[config.mk]
export PLATFORM = sky130hd
export DESIGN_NAME = init_cfg_ctrl
export DESIGN_NICKNAME = d
export VERILOG_FILES = /design/src/mode_cfg_pkg.sv /design/src/strap_filter.sv /design/src/delay_timer.sv /design/src/init_cfg_ctrl.sv
export SDC_FILE = /design/constraint.sdc
export NUM_CORES = 1
export LEC_CHECK = 0
export BUFFER_PORTS_ARGS = -buffer_cell sky130_fd_sc_hd__buf_2
export CAP_MARGIN = 20
export CORE_MARGIN = 5
export CORE_UTILIZATION = 45
export CTS_BUF_LIST = sky130_fd_sc_hd__clkbuf_16
export DETAILED_ROUTE_END_ITERATION = 8
export GPL_TIMING_DRIVEN = 0
export PLACE_DENSITY_LB_ADDON = 0.2
export SLEW_MARGIN = 20
export SYNTH_ARGS = -nofsm -noshare
export SYNTH_HDL_FRONTEND = slang
export SYNTH_SLANG_ARGS = --single-unit
[constraint.sdc]
create_clock -name i_ref_clk -period 2.7 [get_ports i_ref_clk]
set_input_delay 0.135 -clock i_ref_clk [delete_from_list [all_inputs] [get_ports i_ref_clk]]
set_output_delay 0.135 -clock i_ref_clk [all_outputs]
set_load 0.01 [all_outputs]
[src/mode_cfg_pkg.sv]
/*
 * Constants for the start-up and failure-behaviour configuration block.
 * Assumes a single 25 MHz clock and a synchronous active-low power-on reset.
 */
// Contract
// Mode field follows writes; restart clears it
// Power-on enters init mode, long window
// Test pin at power-on selects development mode
// Pull-down on interrupt pin during reset delay
// Filtered strap latched at reset output rise
// Power-on flag set: resample on every reset
// Host clears power-on flag after initialisation
// Unstable strap stores zero, fail-safe
// Strap high: watchdog failure gives restart
// Strap low: watchdog failure gives fail-safe
// Strap low, config zero: first failure restarts
// Overvoltage reset disabled: flag only
// Overvoltage, enabled, strap high: restart
// Overvoltage, enabled, strap low: fail-safe
// Overvoltage enabled: fail outputs at first event
// Config bit and strap readable by host
// Configuration held until power-on reset
// Any command in init mode gives normal
// Trigger in long window applies watchdog config
// No trigger in long window: failure, restart
// Wake events discarded in init mode
// Restart leaves to normal after reset delay
// Development mode stops the watchdog counter
// Filter, reset delay, long window are parameters
package mode_cfg_pkg;

    typedef enum logic [2:0] {
        MODE_INIT,
        MODE_NORMAL,
        MODE_STOP,
        MODE_SLEEP,
        MODE_RESTART,
        MODE_FAILSAFE
    } op_mode_t;

    localparam int unsigned CLK_HZ          = 25_000_000;
    localparam int unsigned FILTER_TIME_US  = 64;
    localparam int unsigned RESET_DELAY_US  = 10_000;
    localparam int unsigned LONG_WINDOW_MS  = 200;

    // Cycle counts from the times at the clock rate
    localparam int unsigned FILTER_CYCLES   = (FILTER_TIME_US * (CLK_HZ / 1_000_000));
    localparam int unsigned RESET_DELAY_CYC = RESET_DELAY_US * (CLK_HZ / 1_000_000);
    localparam int unsigned LONG_WINDOW_CYC = LONG_WINDOW_MS * (CLK_HZ / 1_000);

    localparam logic [1:0] MODE_FIELD_RESET = 2'h0;
    localparam logic       STRAP_RESET      = 1'h0;
    localparam logic       CFG_BIT_RESET    = 1'h1;

endpackage : mode_cfg_pkg

[src/strap_filter.sv]
/*
 * Continuous filter on the strap level.
 * Assumes the input is already synchronised to the clock.
 */
`timescale 1ns/1ps
`default_nettype none
module strap_filter #(
    parameter int unsigned FILTER_CYCLES = 1600
) (
    // Clock and reset
    input  wire logic i_ref_clk,
    input  wire logic i_rst_b,
    // Sampling
    input  wire logic i_active,
    input  wire logic i_level,
    output logic      o_stable_high
);
    logic [31:0] cnt_r;
    logic        prev_r;

    // Count unchanged level; unstable or low gives zero
    always_ff @(posedge i_ref_clk) begin
        if (!i_rst_b || !i_active) begin
            cnt_r         <= 32'h0;
            prev_r        <= 1'b0;
            o_stable_high <= 1'b0;
        end else begin
            prev_r <= i_level;
            if (i_level != prev_r) begin
                cnt_r         <= 32'h0;
                o_stable_high <= 1'b0;
            end else if (cnt_r >= FILTER_CYCLES) begin
                o_stable_high <= i_level;
            end else begin
                cnt_r <= cnt_r + 32'h1;
            end
        end
    end
endmodule : strap_filter
`default_nettype wire

[src/delay_timer.sv]
/*
 * Restartable down-counter that pulses once when a window expires.
 * Assumes one clock domain.
 */
`timescale 1ns/1ps
`default_nettype none
module delay_timer (
    // Clock and reset
    input  wire logic        i_ref_clk,
    input  wire logic        i_rst_b,
    // Control
    input  wire logic        i_start,
    input  wire logic        i_run,
    input  wire logic [31:0] i_load,
    output logic             o_done
);
    logic [31:0] cnt_r;
    logic        busy_r;

    always_ff @(posedge i_ref_clk) begin
        if (!i_rst_b) begin
            cnt_r  <= 32'h0;
            busy_r <= 1'b0;
            o_done <= 1'b0;
        end else begin
            o_done <= 1'b0;
            if (i_start) begin
                cnt_r  <= i_load;
                busy_r <= 1'b1;
            end else if (busy_r && i_run) begin
                if (cnt_r <= 32'h1) begin
                    busy_r <= 1'b0;
                    o_done <= 1'b1;
                end else begin
                    cnt_r <= cnt_r - 32'h1;
                end
            end
        end
    end
endmodule : delay_timer
`default_nettype wire

[src/init_cfg_ctrl.sv]
/*
 * Power-on entry, strap capture and failure-behaviour selection of the
 * mode state machine.
 * Assumes i_rst_b is the power-on reset (supply below falling threshold),
 * host commands arrive as one-cycle pulses on the clock, pins are async.
 */
`timescale 1ns/1ps
`default_nettype none
module init_cfg_ctrl #(
    parameter int unsigned FILTER_CYCLES   = mode_cfg_pkg::FILTER_CYCLES,
    parameter int unsigned RESET_DELAY_CYC = mode_cfg_pkg::RESET_DELAY_CYC,
    parameter int unsigned LONG_WINDOW_CYC = mode_cfg_pkg::LONG_WINDOW_CYC
) (
    // Clock and power-on reset
    input  wire logic       i_ref_clk,
    input  wire logic       i_rst_b,
    // Pins
    input  wire logic       i_int_pin,
    input  wire logic       i_fail_test_shared_pin,
    input  wire logic       i_main_regulator_ok,
    input  wire logic       i_main_overvoltage,
    output logic            o_int_pulldown_en,
    output logic            o_reset_output,
    output logic            o_fail_outputs,
    // Host command strobes
    input  wire logic       i_spi_cmd,
    input  wire logic       i_mode_wr,
    input  wire logic [1:0] i_mode_wdata,
    input  wire logic       i_wd_trigger,
    input  wire logic       i_cfg_wr,
    input  wire logic       i_cfg_wdata,
    input  wire logic       i_ov_rst_wr,
    input  wire logic       i_ov_rst_wdata,
    input  wire logic       i_por_clr,
    input  wire logic       i_ov_flag_clr,
    // Failure and wake events
    input  wire logic       i_wd_fail,
    input  wire logic       i_wake_event,
    // Status
    output logic [1:0]      o_operating_mode_field,
    output logic [2:0]      o_mode,
    output logic            o_hw_cfg_bit,
    output logic            o_strap_pullup_state,
    output logic            o_overvoltage_reset_enable,
    output logic            o_main_overvoltage_flag,
    output logic            o_por_flag,
    output logic            o_dev_mode,
    output logic            o_wd_enable,
    output logic            o_wd_cfg_load,
    output logic            o_wake_pending
);
    mode_cfg_pkg::op_mode_t mode_r;
    mode_cfg_pkg::op_mode_t mode_nxt;

    logic [1:0] int_sync_r;
    logic [1:0] test_sync_r;
    logic [1:0] vok_sync_r;
    logic [1:0] ov_sync_r;
    logic       ov_prev_r;
    logic       ov_rise;
    logic       strap_filt;
    logic       in_delay_r;
    logic       delay_start;
    logic       delay_done;
    logic       win_done;
    logic       por_entry_r;
    logic       first_fail_r;
    logic       fail_event;
    logic       ov_act;
    logic       wd_act;

    // Two-stage synchronisers for pins
    always_ff @(posedge i_ref_clk) begin
        if (!i_rst_b) begin
            int_sync_r  <= 2'h0;
            test_sync_r <= 2'h3;
            vok_sync_r  <= 2'h0;
            ov_sync_r   <= 2'h0;
        end else begin
            int_sync_r  <= {int_sync_r[0], i_int_pin};
            test_sync_r <= {test_sync_r[0], i_fail_test_shared_pin};
            vok_sync_r  <= {vok_sync_r[0], i_main_regulator_ok};
            ov_sync_r   <= {ov_sync_r[0], i_main_overvoltage};
        end
    end

    always_ff @(posedge i_ref_clk) begin
        if (!i_rst_b) begin
            ov_prev_r <= 1'b0;
        end else begin
            ov_prev_r <= ov_sync_r[1];
        end
    end

    assign ov_rise = ov_sync_r[1] && !ov_prev_r;

    // Reset delay runs while regulator is up and restart/init has reset low
    assign delay_start = !in_delay_r && !o_reset_output && vok_sync_r[1]
                         && (mode_r == mode_cfg_pkg::MODE_RESTART || por_entry_r);

    delay_timer u_reset_delay (
        .i_ref_clk (i_ref_clk),
        .i_rst_b   (i_rst_b),
        .i_start   (delay_start),
        .i_run     (vok_sync_r[1] && !fail_event),
        .i_load    (32'(RESET_DELAY_CYC)),
        .o_done    (delay_done)
    );

    always_ff @(posedge i_ref_clk) begin
        if (!i_rst_b) begin
            in_delay_r <= 1'b0;
        end else if (delay_done || !vok_sync_r[1]) begin
            in_delay_r <= 1'b0;
        end else if (delay_start) begin
            in_delay_r <= 1'b1;
        end
    end

    // Reset output low in restart/fail-safe or on regulator loss, high after the delay
    always_ff @(posedge i_ref_clk) begin
        if (!i_rst_b) begin
            o_reset_output <= 1'b0;
        end else if (!vok_sync_r[1] || mode_nxt == mode_cfg_pkg::MODE_RESTART
                     || mode_nxt == mode_cfg_pkg::MODE_FAILSAFE) begin
            o_reset_output <= 1'b0;
        end else if (delay_done) begin
            o_reset_output <= 1'b1;
        end
    end

    // Pull-down only during reset delay while power-on flag is set
    always_ff @(posedge i_ref_clk) begin
        if (!i_rst_b) begin
            o_int_pulldown_en <= 1'b0;
        end else begin
            o_int_pulldown_en <= in_delay_r && o_por_flag && !delay_done;
        end
    end

    strap_filter #(
        .FILTER_CYCLES (FILTER_CYCLES)
    ) u_strap_filter (
        .i_ref_clk     (i_ref_clk),
        .i_rst_b       (i_rst_b),
        .i_active      (o_int_pulldown_en),
        .i_level       (int_sync_r[1]),
        .o_stable_high (strap_filt)
    );

    // Strap latched at each reset-output rise while power-on flag is set; else held
    always_ff @(posedge i_ref_clk) begin
        if (!i_rst_b) begin
            o_strap_pullup_state <= mode_cfg_pkg::STRAP_RESET;
        end else if (delay_done && o_por_flag && vok_sync_r[1]) begin
            o_strap_pullup_state <= strap_filt;
        end
    end

    // Power-on flag; host clears it
    always_ff @(posedge i_ref_clk) begin
        if (!i_rst_b) begin
            o_por_flag <= 1'b1;
        end else if (i_por_clr) begin
            o_por_flag <= 1'b0;
        end
    end

    always_ff @(posedge i_ref_clk) begin
        if (!i_rst_b) begin
            por_entry_r <= 1'b1;
        end else if (delay_done) begin
            por_entry_r <= 1'b0;
        end
    end

    // Development mode caught in init from grounded test pin
    always_ff @(posedge i_ref_clk) begin
        if (!i_rst_b) begin
            o_dev_mode <= 1'b0;
        end else if (mode_r == mode_cfg_pkg::MODE_INIT && !test_sync_r[1]) begin
            o_dev_mode <= 1'b1;
        end
    end

    // Config bits written by host
    always_ff @(posedge i_ref_clk) begin
        if (!i_rst_b) begin
            o_hw_cfg_bit               <= mode_cfg_pkg::CFG_BIT_RESET;
            o_overvoltage_reset_enable <= 1'b0;
        end else begin
            if (i_cfg_wr) begin
                o_hw_cfg_bit <= i_cfg_wdata;
            end
            if (i_ov_rst_wr) begin
                o_overvoltage_reset_enable <= i_ov_rst_wdata;
            end
        end
    end

    // Overvoltage flag: set wins over clear
    always_ff @(posedge i_ref_clk) begin
        if (!i_rst_b) begin
            o_main_overvoltage_flag <= 1'b0;
        end else if (ov_rise) begin
            o_main_overvoltage_flag <= 1'b1;
        end else if (i_ov_flag_clr) begin
            o_main_overvoltage_flag <= 1'b0;
        end
    end

    // Long open window of init mode
    delay_timer u_long_window (
        .i_ref_clk (i_ref_clk),
        .i_rst_b   (i_rst_b),
        .i_start   (por_entry_r && delay_done),
        .i_run     (mode_r == mode_cfg_pkg::MODE_INIT && !o_dev_mode && !i_wd_trigger),
        .i_load    (32'(LONG_WINDOW_CYC)),
        .o_done    (win_done)
    );

    assign o_wd_enable   = !o_dev_mode;
    assign o_wd_cfg_load = i_wd_trigger;
    assign wd_act        = (i_wd_fail && !o_dev_mode) || win_done;
    assign ov_act        = ov_rise && o_overvoltage_reset_enable;
    assign fail_event    = wd_act || ov_act;

    // Count watchdog failures for second-failure configs
    always_ff @(posedge i_ref_clk) begin
        if (!i_rst_b) begin
            first_fail_r <= 1'b0;
        end else if (wd_act) begin
            first_fail_r <= 1'b1;
        end
    end

    // Fail outputs: first or second watchdog failure, first overvoltage
    always_ff @(posedge i_ref_clk) begin
        if (!i_rst_b) begin
            o_fail_outputs <= 1'b0;
        end else if (ov_act) begin
            o_fail_outputs <= 1'b1;
        end else if (wd_act && (o_hw_cfg_bit || first_fail_r)) begin
            o_fail_outputs <= 1'b1;
        end
    end

    // Mode transitions
    always_comb begin
        mode_nxt = mode_r;
        case (mode_r)
            mode_cfg_pkg::MODE_INIT: begin
                if (i_spi_cmd) begin
                    mode_nxt = mode_cfg_pkg::MODE_NORMAL;
                end
            end
            mode_cfg_pkg::MODE_RESTART: begin
                if (delay_done) begin
                    mode_nxt = mode_cfg_pkg::MODE_NORMAL;
                end
            end
            mode_cfg_pkg::MODE_FAILSAFE: begin
                if (i_wake_event) begin
                    mode_nxt = mode_cfg_pkg::MODE_RESTART;
                end
            end
            mode_cfg_pkg::MODE_NORMAL, mode_cfg_pkg::MODE_STOP,
            mode_cfg_pkg::MODE_SLEEP: begin
                if (i_mode_wr) begin
                    mode_nxt = mode_cfg_pkg::op_mode_t'({1'b0, i_mode_wdata});
                    if (i_mode_wdata == 2'h0) begin
                        mode_nxt = mode_cfg_pkg::MODE_NORMAL;
                    end
                end
            end
            default: begin
                mode_nxt = mode_cfg_pkg::MODE_INIT;
            end
        endcase
        if (win_done) begin
            mode_nxt = mode_cfg_pkg::MODE_RESTART;
        end else if (wd_act) begin
            if (o_strap_pullup_state || (!o_hw_cfg_bit && !first_fail_r)) begin
                mode_nxt = mode_cfg_pkg::MODE_RESTART;
            end else begin
                mode_nxt = mode_cfg_pkg::MODE_FAILSAFE;
            end
        end else if (ov_act) begin
            mode_nxt = o_strap_pullup_state ? mode_cfg_pkg::MODE_RESTART
                                            : mode_cfg_pkg::MODE_FAILSAFE;
        end
    end

    always_ff @(posedge i_ref_clk) begin
        if (!i_rst_b) begin
            mode_r <= mode_cfg_pkg::MODE_INIT;
        end else begin
            mode_r <= mode_nxt;
        end
    end

    // Mode field follows host writes, cleared through restart
    always_ff @(posedge i_ref_clk) begin
        if (!i_rst_b) begin
            o_operating_mode_field <= mode_cfg_pkg::MODE_FIELD_RESET;
        end else if (mode_nxt == mode_cfg_pkg::MODE_RESTART) begin
            o_operating_mode_field <= mode_cfg_pkg::MODE_FIELD_RESET;
        end else if (i_mode_wr && mode_r inside {mode_cfg_pkg::MODE_NORMAL,
                     mode_cfg_pkg::MODE_STOP, mode_cfg_pkg::MODE_SLEEP}) begin
            o_operating_mode_field <= i_mode_wdata;
        end
    end

    // Wake latch, discarded while in init
    always_ff @(posedge i_ref_clk) begin
        if (!i_rst_b || mode_r == mode_cfg_pkg::MODE_INIT) begin
            o_wake_pending <= 1'b0;
        end else if (i_wake_event) begin
            o_wake_pending <= 1'b1;
        end else if (i_spi_cmd) begin
            o_wake_pending <= 1'b0;
        end
    end

    assign o_mode = mode_r;

endmodule : init_cfg_ctrl
`default_nettype wire

* Word level (Yosys, flattened, before mapping)
Cells that the tools add are included.
** Storage, ports and cells
- Bits in registers :: 129
- Input port bits :: 19
- Output and inout port bits :: 17
- Logic and storage cells :: 151
** Cells by class
- $add $sub $neg :: 3
- $lt $le $gt $ge :: 3
- Equality and inequality tests :: 10
- Muxes and demuxes :: 31
- Bitwise gates (word level) :: 5
- Reductions and logical operators :: 68
** Operators with widths (number)
- two-way mux 23 bit :: 3
- less-or-equal comparator 32 x 1 -> 1 bit (second input constant) :: 2
- subtractor 32 x 1 -> 32 bit (second input constant) :: 2
- two-way mux 18 bit :: 3
- adder 32 x 1 -> 32 bit (second input constant) :: 1
- >= comparator 32 x 11 -> 1 bit (second input constant) :: 1
- two-way mux 3 bit :: 7
- logical AND 1 bit :: 20
- two-way mux 1 bit :: 16
- nonzero test 2 bit :: 7
- zero test 1 bit :: 13
- == test 3 bit (second input constant) :: 4
- case mux 3 bit (4 select lines) :: 1
- AND reduction 2 bit :: 6
- OR reduction 2 bit :: 6
- logical OR 1 bit :: 10
- OR reduction 3 bit :: 3
- == test 3 x 2 -> 1 bit (second input constant) :: 2
- inverter 1 bit :: 5
- == test 3 x 1 -> 1 bit (second input constant) :: 1
- zero test 3 bit :: 1
- nonzero test 3 bit :: 1
- zero test 2 bit :: 1
- two-way mux 2 bit :: 1
- 3 further kinds :: 3

* Longest topological paths before layout
- Depth after elaboration :: 11
- Depth in mapped cells :: 9

* Cells and area by module
A second synthesis with hierarchy kept.
** Unflattened totals
- Cells, all modules :: 819
- Area total of the unflattened synthesis :: 6755.2 µm²
** By module, submodules not included
- delay_timer :: instances 2, cells each 288, area each 2173.3 µm²
- strap_filter :: instances 1, cells each 130, area each 1331.3 µm²
- init_cfg_ctrl :: instances 1, cells each 113, area each 1077.3 µm²

* Least setup slack after synthesis
OpenSTA, ideal clock, no wires.
- Path type :: reg-to-reg
- Start :: reg u_reset_delay.cnt_r[12]
- End :: reg u_reset_delay.cnt_r[30]
- Arrival time :: 2439 ps
- Required time :: 2630 ps
- Setup slack :: 191 ps
- Stages on the path, launching flop included :: 7
- Path buffers :: 1
- Clock period less this slack :: 2509 ps
- Cells stage by stage :: dfxtp_1 or4_4 or4b_4 or2_4 buf_6 or4_1 a21oi_1
** On the way
- Word-level cells in the longest chain between the ends :: 3
- Elaborated cells between the ends (all ways) :: 4
- Those cells by class :: add/sub (1); order compare (1); bitwise (1); reduce/logical (1)
** RTL lines
- from (decl) :: RTL line delay_timer.sv:17 : logic [31:0] cnt_r;
- from (signal assigned) :: RTL line delay_timer.sv:28 : cnt_r <= i_load;
- from (signal assigned) :: RTL line delay_timer.sv:35 : cnt_r <= cnt_r - 32'h1;
- less-or-equal comparator 32 x 1 -> 1 bit :: RTL line delay_timer.sv:31 : if (cnt_r <= 32'h1) begin
- inverter 1 bit (no source line)
- AND reduction 2 bit (no source line)
Several ways; a longest one is shown, not always the timed one.
A chain may end at the register's enable or synchronous reset.

* Final worst setup path
- Start :: reg u_reset_delay.cnt_r[12]
- End :: reg u_reset_delay.cnt_r[25]
Same word-level chain as after synthesis.

==> run_results.csv <==
group,metric,value,unit
synth,synth_edf_count,0,
worst_setup_path,cp.required,2.98,ns
worst_setup_path,path_cells,"or4_4 -> or4b_4 -> o31ai_4 -> buf_4 -> buf_4 -> nor4_1 -> mux2i_1",
place,gp_congestion,0.883,
routing,ant_nets,0,
synth,async_reset_ff_frac,0,
place,io_buffers,35,
run_status,status,"complete, no violations",
worst_setup_path,cpLargestDelayFamily,"simple AND/OR/NAND/NOR gates",
power_and_ir_drop,peakVddDrop,507,µV
worst_setup_path,worstPathMaxFanout,10,
worst_setup_path,cpMaxStageDelayCell,"or4b_4",
global_route,grt-ovfl-total,0,
power_and_ir_drop,p_switching,1.04,mW
finish,regArea,2580,µm²
worst_hold_path,min_path_cells,3,
finish,area_growth,20.1,%
synth,yosysUniqueCellTypes,62,
timing,tightest_slew,0.758,ns
timing,fin_ws,0.0667,ns
power_and_ir_drop,seqPwrFrac,0.452,
power_and_ir_drop,p_per_area,624,nW/µm²
clock_tree,numCtsBuffers,17,
floorplanning,dieArea,15200,µm²
global_route,grt_max_degree,17,
timing,fin_skew,0.00812,ns
worst_setup_path,start_kind,"register",
timing,post-route-period-util,0.975,
clock_tree,path_clk_slew,0.06,ns
timing,drv_slew,0,
finish,drive_gt1_frac,0.152,
synth,syn-num-nets,676,
timing,fmax,0.380,GHz
floorplanning,num_rows,41,
worst_setup_path,crit-reg2reg-capture,"u_reset_delay.cnt_r[25]$_SDFFE_PP0P_",
worst_setup_path,arrival,2.91,ns
routing,drt-wirelength-per-cell,15.4,µm
power_and_ir_drop,combinationalPowerShare,0.062,
synth,synth_top_cell_area_share,0.448,
worst_hold_path,hold_end,"o_mode[1]$_SDFF_PN0_",
worst_setup_path,timing.rr.start,"u_reset_delay.cnt_r[12]$_SDFFE_PN0P_",
global_route,grt_pass1_wl,24000,µm
synth,synthTopCellsByArea,"dfxtp_1, or4_1, a21oi_1",
global_route,grtUsageTotal,0.196,
power_and_ir_drop,power_leakage,2.65,nW
routing,routed_wl,14000,µm
finish,nets,747,
floorplanning,start_util,0.457,
timing,rsz0062_at_grt,"no",
clock_tree,cts.sinks,129,
timing,hold_viol,0,
routing,via_per_inst,5.76,
worst_setup_path,cp-end-kind,"register",
finish,multi_input_area,3060,µm²
floorplanning,die_x,123,µm
worst_setup_path,rrSetupSlack,0.07,ns
synth,postSynthAreaPerCell,8.86,µm²
finish,antennaDiodeCount,0,
synth,synth_common_cells,"dfxtp_1, nor2_1, a21oi_1",
worst_setup_path,worst_path_most_repeated_cell,"buf_4",
place,pre_cts_ws,-0.0811,ns
routing,via_count,5221,
floorplanning,pin_count,36,
worst_setup_path,ff2ff_path_depth,7,
routing,drtIter0Drc,458,
worst_setup_path,cp_num_buf_inv,2,
synth,post-synth-top-count-cell,"dfxtp_1",
timing,slew_headroom,0.490,
routing,drc,0,
clock_tree,root_buffer,"clkbuf_16",
worst_setup_path,max_stage_delay,0.59,ns
clock_tree,worstSkewPairLatency,0.42,ns
synth,synth_flop_cell,"dfxtp_1",
synth,synth_cells,651,
finish,fin_util,0.549,
power_and_ir_drop,clockPowerShare,0.486,
synth,yosysTopAreaCell,"dfxtp_1",
clock_tree,cts_max_path_buffers,2,
place,hpwl,9900,µm
global_route,first_global_vias,4962,
worst_hold_path,min_from,"i_mode_wr",
worst_setup_path,worstSetupPathType,"reg -> reg",
power_and_ir_drop,switching_share,0.240,
synth,ys_seq_elements,129,
timing,period_minus_slack,2.63,ns
floorplanning,fp.dieH,123,µm
worst_hold_path,hold_class,"in -> reg",
floorplanning,core-area,12600,µm²
finish,fillers,1141,
timing,finalSetupViolations,0,
clock_tree,ctsHtreeMaxLevel,4,
clock_tree,cts_tree,"yes",
global_route,antenna_found_initial,0,
synth,yosysSeqAreaShare,0.448,
power_and_ir_drop,p_int,3.29,mW
synth,ys_warn_count,0,
synth,synth_area,5770,µm²
routing,drtPass1Iterations,5,
run,cap_violations,0,
[area by class of cell]
class                      count  share of cell area
buffer                        26              0.0181
clock buffer                  17              0.0614
clock inverter                15              0.0173
inverter                      17             0.00921
multi-input combinational    478               0.441
sequential                   129               0.373
tap                          172              0.0311
timing repair buffer          53              0.0487
[cells in the final DEF (no fill, tap or decap), types with 4 or more instances in the layout]
master / n
a211oi_1: 4
dfxtp_1: 128
nand4b_1: 4
nand3_1: 16
nor2_1: 52
dlygate4sd3_1: 11
and2_1: 29
xnor2_1: 13
o21ai_0: 21
nand2_1: 36
o41ai_1: 6
nor4_1: 22
nand4_1: 10
buf_4: 9
or3_1: 24
inv_1: 17
and3_1: 5
clkbuf_16: 17
a31oi_1: 11
or2_2: 10
clkinvlp_4: 6
buf_2: 35
clkinv_2: 4
nor3b_1: 4
ha_1: 6
a2111oi_0: 4
clkbuf_1: 19
o31ai_1: 22
a21oi_1: 49
nor3_1: 18
mux2i_1: 11
or4_1: 34
nor4_2: 5
o211ai_1: 4
nand2b_1: 12
[stage by stage]
| stage | std cells | cell area (µm²) | hold WS (ns) | power, mW | TNS (ns) |
|---|---|---|---|---|---|
| CTS | 903 | 6850 | 0.0300 | 4.38 | 0 |
| floorplan | 651 | 5770 | 0.235 | 2.16 | 0 |
| global route | 907 | 6930 | 0.0490 | 4.51 | 0 |
| detailed placement | 858 | 6160 | 0.322 | 2.24 | -0.701 |
| finish | 907 | 6930 | 0.0484 | 4.33 | 0 |
| global placement | 858 | 6160 | 0.318 | 2.24 | -0.323 |
[per-layer routing]
metal / up-vias / wire, µm / global-route usage
met4: 0 / 206 / 0.0602
met1: 2492 / 6590 / 0.260
met3: 17 / 676 / 0.0586
met5: - / 0 / 0
met2: 122 / 6520 / 0.309
li1: 2590 / - / -
[power by group through the flow]
stage	sequential [mW]	combinational, mW	clock, mW
after CTS	1.96	0.265	2.16
final	1.96	0.268	2.10
after detailed placement	2.00	0.247	0
after global routing	1.96	0.299	2.25
after floorplan	1.99	0.163	0
after global placement	2.00	0.245	0
[timing repair]
action	CTS	global route
setup buffers	2	5
gates resized for setup	5	11
hold buffers	11	0
endpoints found under the hold margin	9	0
pin swaps	2	4
setup endpoints to repair	23	33
[registers in the layout, summed over array words and instances, names as in the netlist, 2 cells and up]
signal / count
int_sync_r: 2
o_mode: 3
o_operating_mode_field: 2
ov_sync_r: 2
test_sync_r: 2
u_long_window.cnt_r: 32
u_reset_delay.cnt_r: 32
u_strap_filter.cnt_r: 32
vok_sync_r: 2
[logic make-up (layout without fill, tap and decap cells)]
| family | after synthesis | count (layout) | synth area share |
|---|---|---|---|
| DFF | 129 | 129 | 0.448 |
| AOI/OAI and AO/OA | 143 | 143 | 0.164 |
| xor gates and xnor gates | 16 | 16 | 0.0243 |
| buffers and inverters | 44 | 128 | 0.0312 |
| and+or+nand+nor | 302 | 302 | 0.301 |
| adders and majority gates | 6 | 6 | 0.0130 |
| muxes | 11 | 11 | 0.0191 |
[worst max-delay path by stage]
stage	start	end	slack, ns	cells after the start
4_1_cts	u_reset_delay.cnt_r[4]$_SDFFE_PN0P_	u_reset_delay.cnt_r[11]$_SDFFE_PP0P_	0.009	7
6_report	u_reset_delay.cnt_r[12]$_SDFFE_PN0P_	u_reset_delay.cnt_r[25]$_SDFFE_PP0P_	0.07	7
2_1_floorplan	u_reset_delay.cnt_r[12]$_SDFFE_PN0P_	u_reset_delay.cnt_r[30]$_SDFFE_PP0P_	0.19	6
5_1_grt	u_reset_delay.cnt_r[4]$_SDFFE_PN0P_	u_reset_delay.cnt_r[29]$_SDFFE_PP0P_	0.001	5
3_3_place_gp	u_long_window.cnt_r[19]$_SDFFE_PN0P_	u_long_window.cnt_r[17]$_SDFFE_PP0P_	-0.06	8
3_5_place_dp	u_reset_delay.cnt_r[12]$_SDFFE_PN0P_	u_reset_delay.cnt_r[11]$_SDFFE_PP0P_	-0.08	7
[tightest hold or removal path, stage by stage]
cell and delay, ns:
buf_2 0.12, a211o_1 0.12, nor3_1 0.04
Power figures use the tool's default switching activity.
